<file path="config.mk">
export PLATFORM = sky130hd
export DESIGN_NAME = monitor_config_four_bank
export DESIGN_NICKNAME = d
export VERILOG_FILES = /design/src/common/monitor_cfg_pkg.sv /design/src/hw/monitor_config_four_bank.sv /design/src/hw/overtemp_channel_gate.sv
export SDC_FILE = /design/constraint.sdc
export NUM_CORES = 1
export LEC_CHECK = 0
export BUFFER_PORTS_ARGS = -buffer_cell sky130_fd_sc_hd__buf_4
export CAP_MARGIN = 40
export CELL_PAD_IN_SITES_DETAIL_PLACEMENT = 0
export CELL_PAD_IN_SITES_GLOBAL_PLACEMENT = 1
export CORE_UTILIZATION = 30
export CTS_BUF_LIST = sky130_fd_sc_hd__clkbuf_4 sky130_fd_sc_hd__clkbuf_8 sky130_fd_sc_hd__clkbuf_16
export CTS_CLUSTER_SIZE = 28
export DETAILED_ROUTE_END_ITERATION = 8
export PLACE_DENSITY_LB_ADDON = 0.1
export SYNTH_ARGS = -nofsm -noshare
export SYNTH_HDL_FRONTEND = slang
export SYNTH_SLANG_ARGS = --single-unit
</file>
<file path="constraint.sdc">
create_clock -name pclk -period 3.05 [get_ports pclk]
set_input_delay 0.61 -clock pclk [delete_from_list [all_inputs] [get_ports pclk]]
set_output_delay 0.61 -clock pclk [all_outputs]
set_load 0.05 [all_outputs]
</file>
<file path="src/common/monitor_cfg_pkg.sv">
// shared constants and carriers for the monitor configuration bank
package monitor_cfg_pkg;

    // register word offsets; printed offsets are not multiples of four,
    // so they are indices and the byte address is four times the index
    localparam logic [7:0] pin_role_cfg_idx = 8'h7d;
    localparam logic [7:0] factory_test_one_idx = 8'h7e;
    localparam logic [7:0] factory_test_two_idx = 8'h7f;
    // own choice: lock and range-select bits live in a small control word
    localparam logic [7:0] lock_ctrl_idx = 8'h80;

    localparam logic [7:0] pin_role_cfg_reset = 8'h00;
    localparam logic [7:0] factory_test_reset = 8'h00;
    localparam logic [1:0] lock_ctrl_reset = 2'h0;

    // field positions of the configuration word
    localparam int role_lsb = 0;
    localparam int inhibit_bit = 2;
    localparam int ceiling_bit = 3;
    localparam int bypass_lsb = 4;
    // field positions of the control word
    localparam int lock_bit = 0;
    localparam int range_bit = 1;

    // shared pin role codes
    localparam logic [1:0] role_fan_four_tach = 2'h0;
    localparam logic [1:0] role_overtemp = 2'h1;
    localparam logic [1:0] role_alert = 2'h2;
    localparam logic [1:0] role_gpio = 2'h3;

    // limit codes that switch a channel's overtemp output off
    localparam logic [7:0] limit_off_offset64 = 8'h00;
    localparam logic [7:0] limit_off_twos = 8'h80;

    localparam logic [7:0] full_speed_duty = 8'hff;

    typedef struct packed {
        logic [7:0] paddr_word;
        logic [31:0] pwdata;
        logic pwrite;
        logic psel;
        logic penable;
    } apb_req_t;

    typedef struct packed {
        logic [3:0] bypass;
        logic ceiling_sel;
        logic inhibit;
        logic [1:0] role;
    } pin_cfg_t;

endpackage : monitor_cfg_pkg

</file>
<file path="src/hw/monitor_config_four_bank.sv">
// lockable configuration bank for pin role, overtemp output and attenuators
module monitor_config_four_bank #(
    parameter int n_chan = 3,
    parameter int n_fan = 4
) (
    // clock, reset, enable
    input wire logic pclk,
    input wire logic presetn,
    input wire logic clk_en,
    // apb slave
    input wire logic psel,
    input wire logic penable,
    input wire logic pwrite,
    input wire logic [31:0] paddr,
    input wire logic [31:0] pwdata,
    input wire logic [3:0] pstrb,
    output logic [31:0] prdata,
    output logic pready,
    output logic pslverr,
    // thermal inputs from the measurement logic, same clock
    input wire logic [n_chan*8-1:0] chan_temp,
    input wire logic [n_chan*8-1:0] chan_limit,
    input wire logic [n_fan*8-1:0] max_speed,
    input wire logic [n_fan*8-1:0] normal_duty,
    // shared pin and its role-specific sources
    input wire logic alert_level,
    input wire logic gpio_out_level,
    input wire logic gpio_out_enable,
    input wire logic shared_pin_in,
    // controlled functions
    output logic [1:0] shared_pin_role_select,
    output logic shared_pin_out,
    output logic shared_pin_oe,
    output logic fan_four_speed_input,
    output logic overtemp_signal,
    output logic [3:0] bypass_divider_rails,
    output logic [n_fan*8-1:0] fan_duty,
    output logic signed_range_select,
    output logic cfg_locked
);

    monitor_cfg_pkg::pin_cfg_t cfg_r, cfg_nxt;
    logic lock_r, lock_nxt;
    logic range_r, range_nxt;
    logic [31:0] prdata_r, prdata_nxt;
    logic pready_r, pready_nxt;
    logic pslverr_r, pslverr_nxt;
    logic pin_s1_r, pin_s2_r;
    logic pin_out_r, pin_out_nxt;
    logic pin_oe_r, pin_oe_nxt;
    logic tach_r, tach_nxt;
    logic overtemp_r, overtemp_nxt;
    logic [n_fan*8-1:0] duty_r, duty_nxt;
    logic [n_chan-1:0] chan_over;
    logic any_over;
    logic setup;
    logic [7:0] word_idx;

    function automatic logic addr_known(input logic [7:0] idx);
        addr_known = (idx == monitor_cfg_pkg::pin_role_cfg_idx)
                  || (idx == monitor_cfg_pkg::factory_test_one_idx)
                  || (idx == monitor_cfg_pkg::factory_test_two_idx)
                  || (idx == monitor_cfg_pkg::lock_ctrl_idx);
    endfunction : addr_known

    genvar gi;
    generate
        for (gi = 0; gi < n_chan; gi++)
        begin : g_chan
            overtemp_channel_gate u_gate (
                .temp(chan_temp[gi*8 +: 8]),
                .limit(chan_limit[gi*8 +: 8]),
                .signed_range(range_r),
                .over(chan_over[gi])
            );
        end
    endgenerate

    assign any_over = |chan_over;
    assign setup = psel && !penable;
    assign word_idx = paddr[9:2];

    // bus: answer one cycle after setup, so every access has one wait-free access phase
    always_comb
    begin
        cfg_nxt = cfg_r;
        lock_nxt = lock_r;
        range_nxt = range_r;
        prdata_nxt = prdata_r;
        pready_nxt = 1'b0;
        pslverr_nxt = 1'b0;
        if (setup)
        begin
            pready_nxt = 1'b1;
            pslverr_nxt = !addr_known(word_idx) || paddr[31:10] != 22'h0 || paddr[1:0] != 2'h0;
            prdata_nxt = 32'h0;
            if (!pwrite)
            begin
                case (word_idx)
                    monitor_cfg_pkg::pin_role_cfg_idx: prdata_nxt[7:0] = cfg_r;
                    monitor_cfg_pkg::factory_test_one_idx,
                    monitor_cfg_pkg::factory_test_two_idx:
                        prdata_nxt[7:0] = monitor_cfg_pkg::factory_test_reset;
                    monitor_cfg_pkg::lock_ctrl_idx:
                    begin
                        prdata_nxt[monitor_cfg_pkg::lock_bit] = lock_r;
                        prdata_nxt[monitor_cfg_pkg::range_bit] = range_r;
                    end
                    default: prdata_nxt = 32'h0;
                endcase
            end
        end
        // writes land on the completing access edge
        if (psel && penable && pready_r && pwrite && pstrb[0] && !pslverr_r)
        begin
            case (word_idx)
                monitor_cfg_pkg::pin_role_cfg_idx:
                    if (!lock_r)
                        cfg_nxt = pwdata[7:0];
                monitor_cfg_pkg::lock_ctrl_idx:
                begin
                    // lock is sticky until reset
                    lock_nxt = lock_r | pwdata[monitor_cfg_pkg::lock_bit];
                    range_nxt = pwdata[monitor_cfg_pkg::range_bit];
                end
                default: cfg_nxt = cfg_r;
            endcase
        end
    end

    // pin, tach, overtemp and fan outputs follow the stored fields one cycle later
    always_comb
    begin
        pin_out_nxt = 1'b0;
        pin_oe_nxt = 1'b0;
        tach_nxt = 1'b0;
        overtemp_nxt = 1'b0;
        duty_nxt = normal_duty;
        case (cfg_r.role)
            monitor_cfg_pkg::role_fan_four_tach: tach_nxt = pin_s2_r;
            monitor_cfg_pkg::role_overtemp:
            begin
                // open drain, active low: pull down while overtemp
                overtemp_nxt = any_over && !cfg_r.inhibit;
                pin_oe_nxt = overtemp_nxt;
            end
            monitor_cfg_pkg::role_alert: pin_oe_nxt = alert_level;
            monitor_cfg_pkg::role_gpio:
            begin
                pin_out_nxt = gpio_out_level;
                pin_oe_nxt = gpio_out_enable;
            end
            default: pin_oe_nxt = 1'b0;
        endcase
        // fans react to overtemp even if the pin output is inhibited
        if (any_over)
            duty_nxt = cfg_r.ceiling_sel ? max_speed
                                         : {n_fan{monitor_cfg_pkg::full_speed_duty}};
    end

    always_ff @(posedge pclk or negedge presetn)
    begin
        if (!presetn)
        begin
            cfg_r <= monitor_cfg_pkg::pin_role_cfg_reset;
            lock_r <= monitor_cfg_pkg::lock_ctrl_reset[monitor_cfg_pkg::lock_bit];
            range_r <= monitor_cfg_pkg::lock_ctrl_reset[monitor_cfg_pkg::range_bit];
            prdata_r <= 32'h0;
            pready_r <= 1'b0;
            pslverr_r <= 1'b0;
            pin_s1_r <= 1'b0;
            pin_s2_r <= 1'b0;
            pin_out_r <= 1'b0;
            pin_oe_r <= 1'b0;
            tach_r <= 1'b0;
            overtemp_r <= 1'b0;
            duty_r <= '0;
        end
        else if (clk_en)
        begin
            cfg_r <= cfg_nxt;
            lock_r <= lock_nxt;
            range_r <= range_nxt;
            prdata_r <= prdata_nxt;
            pready_r <= pready_nxt;
            pslverr_r <= pslverr_nxt;
            pin_s1_r <= shared_pin_in;
            pin_s2_r <= pin_s1_r;
            pin_out_r <= pin_out_nxt;
            pin_oe_r <= pin_oe_nxt;
            tach_r <= tach_nxt;
            overtemp_r <= overtemp_nxt;
            duty_r <= duty_nxt;
        end
    end

    assign prdata = prdata_r;
    assign pready = pready_r;
    assign pslverr = pslverr_r;
    assign shared_pin_role_select = cfg_r.role;
    assign shared_pin_out = pin_out_r;
    assign shared_pin_oe = pin_oe_r;
    assign fan_four_speed_input = tach_r;
    assign overtemp_signal = overtemp_r;
    assign bypass_divider_rails = cfg_r.bypass;
    assign fan_duty = duty_r;
    assign signed_range_select = range_r;
    assign cfg_locked = lock_r;

endmodule : monitor_config_four_bank

</file>
<file path="src/hw/overtemp_channel_gate.sv">
// per-channel overtemp decision, honouring the disable limit code
module overtemp_channel_gate (
    // channel data
    input wire logic [7:0] temp,
    input wire logic [7:0] limit,
    input wire logic signed_range,
    // result
    output logic over
);

    logic off_code;
    logic exceeded;

    always_comb
    begin
        // in offset-64 the code is offset by 64; signed compare otherwise
        off_code = signed_range ? (limit == monitor_cfg_pkg::limit_off_twos)
                                : (limit == monitor_cfg_pkg::limit_off_offset64);
        exceeded = signed_range ? ($signed(temp) > $signed(limit))
                                : (temp > limit);
        over = exceeded && !off_code;
    end

endmodule : overtemp_channel_gate

</file>
# == After elaboration in Yosys (flattened, before gate mapping) ==
# Cells that the tools add are included.
# word_totals
reg_bits,82
latchBits,0
ram_bits,0
romBits,0
in_bits,190
output_inout_bits,78
wordCells,83
memories,0
# op_classes
add_sub_neg,0
n_mul,0
n_div,0
n_lt_le_gt_ge,6
eq_ne,10
shift,0
mux,17
n_bitwise,2
reduce_logical,32
# ops
cell,count
2-to-1 mux 32 bit,2
> comparator 8 bit,6
== test 8 bit (second input constant),4
== test 8 x 7 -> 1 bit (second input constant),3
logical NOT 8 bit,3
nonzero test 22 bit,1
2-to-1 mux 1 bit,11
logical AND 1 bit,10
2-to-1 mux 8 bit,1
logical NOT 1 bit,7
2-to-1 mux 6 bit,1
logical OR 1 bit,5
== test 2 bit (second input constant),2
one-hot mux 2 bit (2 select lines),1
AND reduction 4 bit,1
one-hot mux 1 bit (3 select lines),1
AND reduction 3 bit,1
OR reduction 3 bit,1
== test 2 x 1 -> 1 bit (second input constant),1
logical NOT 2 bit,1
AND reduction 2 bit,1
nonzero test 2 bit,1
inverter 1 bit,1
bitwise OR 1 bit,1

# == Depth between registers and ports, before layout ==
# depth
depth_word,8
ltp_mapped,10
ltp_nobuf,8

# == Hierarchy ==
# From an unflattened synthesis, not the netlist that was laid out.
# hier_totals
cells_unflattened,410
area_unflattened_um2,3798.6
# modules_own_cells
module,instances,cells_each,area_each_um2,seq_area_each_um2
monitor_config_four_bank,1,305,3040.4,1451.4
overtemp_channel_gate,3,35,252.7,0.0

# == Worst setup path before layout ==
# No wires, ideal clock.
# synth_timing
path_kind,input -> register
from,input port chan_limit[5]
to,register duty_r[10] (netlist: fan_duty[10])
setup_time_ns,0.155
arrival_time_ns,2.412
t_required_ns,2.895
path_slack_ns,0.483
stages,10
path_buffers,2
cell_sequence,inv_1 ha_1 a21o_1 a21o_1 a2111o_2 o311ai_4 and3_4 buf_8 buf_12 a311oi_2
# synth_between
elab_chain_len,6
word_cells_on_any_way,10
cone_classes,order compare (2); eq/ne (1); mux (3); reduce/logical (4)
# synth_lines
item,line,source
from (decl),monitor_config_four_bank.sv:22,"input wire logic [n_chan*8-1:0] chan_limit,"
branches (longest 3 deep; another with > comparator 8 bit),-,
logical AND 1 bit *,overtemp_channel_gate.sv:21,over = exceeded && !off_code;
OR reduction 3 bit *,monitor_config_four_bank.sv:79,assign any_over = |chan_over;
2-to-1 mux 32 bit *,monitor_config_four_bank.sv:156,if (any_over)
to (signal assigned),monitor_config_four_bank.sv:193,duty_r <= duty_nxt;
to (decl),monitor_config_four_bank.sv:53,"logic [n_fan*8-1:0] duty_r, duty_nxt;"
# Mark *: on every way between the ends.
# A chain may end at the register's enable or synchronous reset.

# == Final worst setup path ==
# layout_timing
from,input port chan_temp[10]
to,register duty_r[28] (netlist: fan_duty[28])
# layout_between
elab_chain_len,5
word_cells_on_any_way,6
cone_classes,order compare (2); mux (2); reduce/logical (2)
# layout_lines
item,line,source
from (decl),monitor_config_four_bank.sv:21,"input wire logic [n_chan*8-1:0] chan_temp,"
> comparator 8 bit (on tied branches),"overtemp_channel_gate.sv:20, overtemp_channel_gate.sv:19",
2-to-1 mux 1 bit *,overtemp_channel_gate.sv:19,exceeded = signed_range ? ($signed(temp) > $signed(limit))
logical AND 1 bit *,overtemp_channel_gate.sv:21,
OR reduction 3 bit *,monitor_config_four_bank.sv:79,
2-to-1 mux 32 bit *,monitor_config_four_bank.sv:156,
# Mark *: on every way between the ends. The rest lies on a longest branch, timed or not.

==> results.md <==
- Reg2reg start: signed_range_select$_DFFE_PN0P_
- Hold Crit Class: input pin to async pin
- Worst reg-to-reg setup slack: 910 ps
- Seq/Total Area, Yosys: 33.9%
- Slew HR: 47.9%
- CP startpoint kind: input pin
- Ant diodes: 0
- Synthesized cell area: 0.00428 mm^2
- Routed wire length: 13.0 mm
- WL/cell: 15.5 um
- Fin Setup TNS: 0 ps
- Post-DP Area: 0.00591 mm^2
- Cells resized by post-CTS repair: 0
- Post-Synthesis Cells: 455
- Postcts setup bufs: 0
- VDD IR max: 0.267 mV
- Antenna-violating nets left: 0
- Port bufs: 216
- DIE AREA: 0.0147 mm^2
- Run status: finished, final reports clean
- Worst skew pair latency: 330 ps
- Clock buffer depth: 2
- Total Power: 2.65 mW
- Layout cells sized above 1: 44.3%
- Crit share post-route: 80.9%
- Main synth FF type: dfrtp_1
- Worst Max-Slew Pin Slew: 781 ps
- Via Count: 4072
- Synth area leader: dfrtp_1
- Top cell type's share of synthesized area: 33.9%
- Fmax: 405 MHz
- First-pass GRT wire length: 20.4 mm
- Critical Path Fanout Max: 19
- CP required: 3280 ps
- Nets: 868
- Power per cell area: 424 mW/mm^2
- Core area: 0.0139 mm^2
- Number of synthesized flops with an enable pin: 0
- Router iterations before antenna repair: 5
- Max Cap Viol: 0
- Pin count of the biggest net entering global routing: 109
- Critical setup path kind: input pin to flop
- 1st-iter DRT viols: 210
- Clk sinks: 58
- Worst Path Arrival: 2700 ps
- Post-DP HPWL: 9.61 mm
- Library cells used by synthesis: 48
- Synth area leaders: dfrtp_1 (34%), a311oi_2 (9.8%), ha_1 (7.0%)
- FILL cells: 1356
- Final Instance Area: 0.00626 mm^2
- Endpoints failing setup: 0
- GRT Total Usage: 17.9%
- Row Count: 43
- Worst reg2reg path depth: 7
- Final hold viol count: 0
- RSZ-0062 raised after global routing: no
- Min Tclk post-route: 2470 ps
- TritonCTS Buffers: 9
- YS warnings: 0
- Reg-to-Reg End: fan_duty[28]$_DFFE_PN0P_
- Worst-path cell chain: buf_4 -> ha_1 -> a21oi_1 -> a211oi_2 -> or4b_1 -> nand4_2 -> buf_4 -> a31oi_1 -> a311oi_2
- Final Util: 45.1%
- Root buf cell: clkbuf_16
- Vert. Die Dim: 121 um
- Die X: 121 um
- Critical Path Max Stage Delay: 520 ps
- Clk_skew: 5.94 ps
- Crit path top cell by count: buf_4
- Syn_area_per_cell: 9.40 um^2
- CP endpoint kind: flop
- Htree depth: 3
- Vias in the first global route: 4135
- Async S/R FF share, synth: 100%
- DRC: 0
- Initial antenna violation count: 0
- Area grow syn2layout: 46.3%
- Register bit total from synthesis: 58
- Clock-pin slew on the worst setup and hold paths: 60 ps
- Routability congestion estimate: 0.781
- Vias per cell: 4.85
- Slew Limit Fails: 0
- Initial Utilization: 30.8%
- Grt total ovfl: 0
- I/O Pins: 268
- CTS tree: built
- Worst path slowest cell: or4b_1
- Static Leak: 2.98 nW
- Number of hold buffers added after CTS: 0
registers in the layout, indices dropped and copies added (netlist names):
signal,cells
bypass_divider_rails,4
cfg_locked,1
cfg_r,2
fan_duty,32
fan_four_speed_input,1
overtemp_signal,1
pin_s1_r,1
pin_s2_r,1
prdata,8
pready,1
pslverr,1
shared_pin_oe,1
shared_pin_out,1
shared_pin_role_select,2
signed_range_select,1
placed cells by master, fill, tap and decap left out, types with 3 or more instances in the layout:
master     count
nand2_1        9
clkbuf_16      9
o22ai_1        4
a22o_1         6
nand4_1        8
mux2_2        11
inv_1         68
conb_1        24
nand3b_1      34
a21o_1         3
a21oi_1        6
dfrtp_1       58
nor2_1        38
ha_1          24
bufinv_16      3
buf_12         3
o21ai_0        5
a211oi_2       3
a311oi_1       4
a31oi_1       35
buf_4        224
nor4_1        12
nor3_1         7
a311oi_2      28
stage by stage:
stage	cells	hold slack [ps]	setup WS, ps
finish	839	362	584
global route	839	432	468
CTS	839	394	577
detailed placement	823	496	233
global placement	823	489	252
floorplan	478	314	483
cells in the mapped netlist (4+ instances only):
cell type / number
nand4_1: 8
mux2_2: 11
nor4_1: 12
a311oi_2: 28
ha_1: 24
nor2_1: 38
o21ai_0: 5
dfrtp_1: 58
a21oi_1: 6
o22ai_1: 4
inv_1: 68
a31oi_1: 35
clkbuf_1: 20
nand3b_1: 34
nor3_1: 7
a311oi_1: 4
buf_4: 33
a22o_1: 6
nand2_1: 9
where the power goes:
part | total [mW] | internal (mW) | switching (mW)
Combinational | 0.652 | 0.264 | 0.388
Clock | 1.19 | 0.806 | 0.385
Sequential | 0.809 | 0.794 | 0.0147
Total | 2.65 | 1.86 | 0.787
per-layer routing:
layer	track usage, %	vias to the layer above	wire, um
met2	31.1	165	6460
li1	-	1985	-
met3	4.84	12	899
met5	0	-	0
met1	21.3	1910	5490
met4	5.79	0	186
how the worst max path moves through the flow:
stage                               end  slack [ps]  cells after the start           start
2_1_floorplan  fan_duty[10]$_DFFE_PN0P_         480                     10   chan_limit[5]
3_3_place_gp   fan_duty[31]$_DFFE_PN0P_         250                      9   chan_temp[15]
3_5_place_dp   fan_duty[28]$_DFFE_PN0P_         230                      9    chan_temp[5]
4_1_cts        fan_duty[18]$_DFFE_PN0P_         580                     10  chan_limit[10]
5_1_grt        fan_duty[28]$_DFFE_PN0P_         470                     10  chan_limit[15]
6_report       fan_duty[28]$_DFFE_PN0P_         580                      9   chan_temp[10]
logic make-up after synthesis:
family | share of synthesized area (%)
buf+inv | 16.0
simple gates | 16.2
compound gates | 23.1
flops | 33.9
fa+ha+maj | 7.02
mux | 2.90
xor+xnor | 0.819
other cells | 0.0877
worst max-delay path, delay by kind of cell:
kind,cells,cell delay [ps]
adder cells (fa/ha/maj),1,320
AO/OA/AOI/OAI,4,720
AND/OR/NAND/NOR,2,670
buffers and inverters,2,370
cell type report:
type	instances	area, um^2	area share (%)
clock inverter	7	125	2.00
timing repair buffer	227	1740	27.8
tap	180	225	3.60
multi-input combinational	290	2230	35.7
sequential	58	1450	23.2
inverter	68	255	4.08
clock buffer	9	225	3.60
No activity file was read; power rests on OpenSTA's default activity.
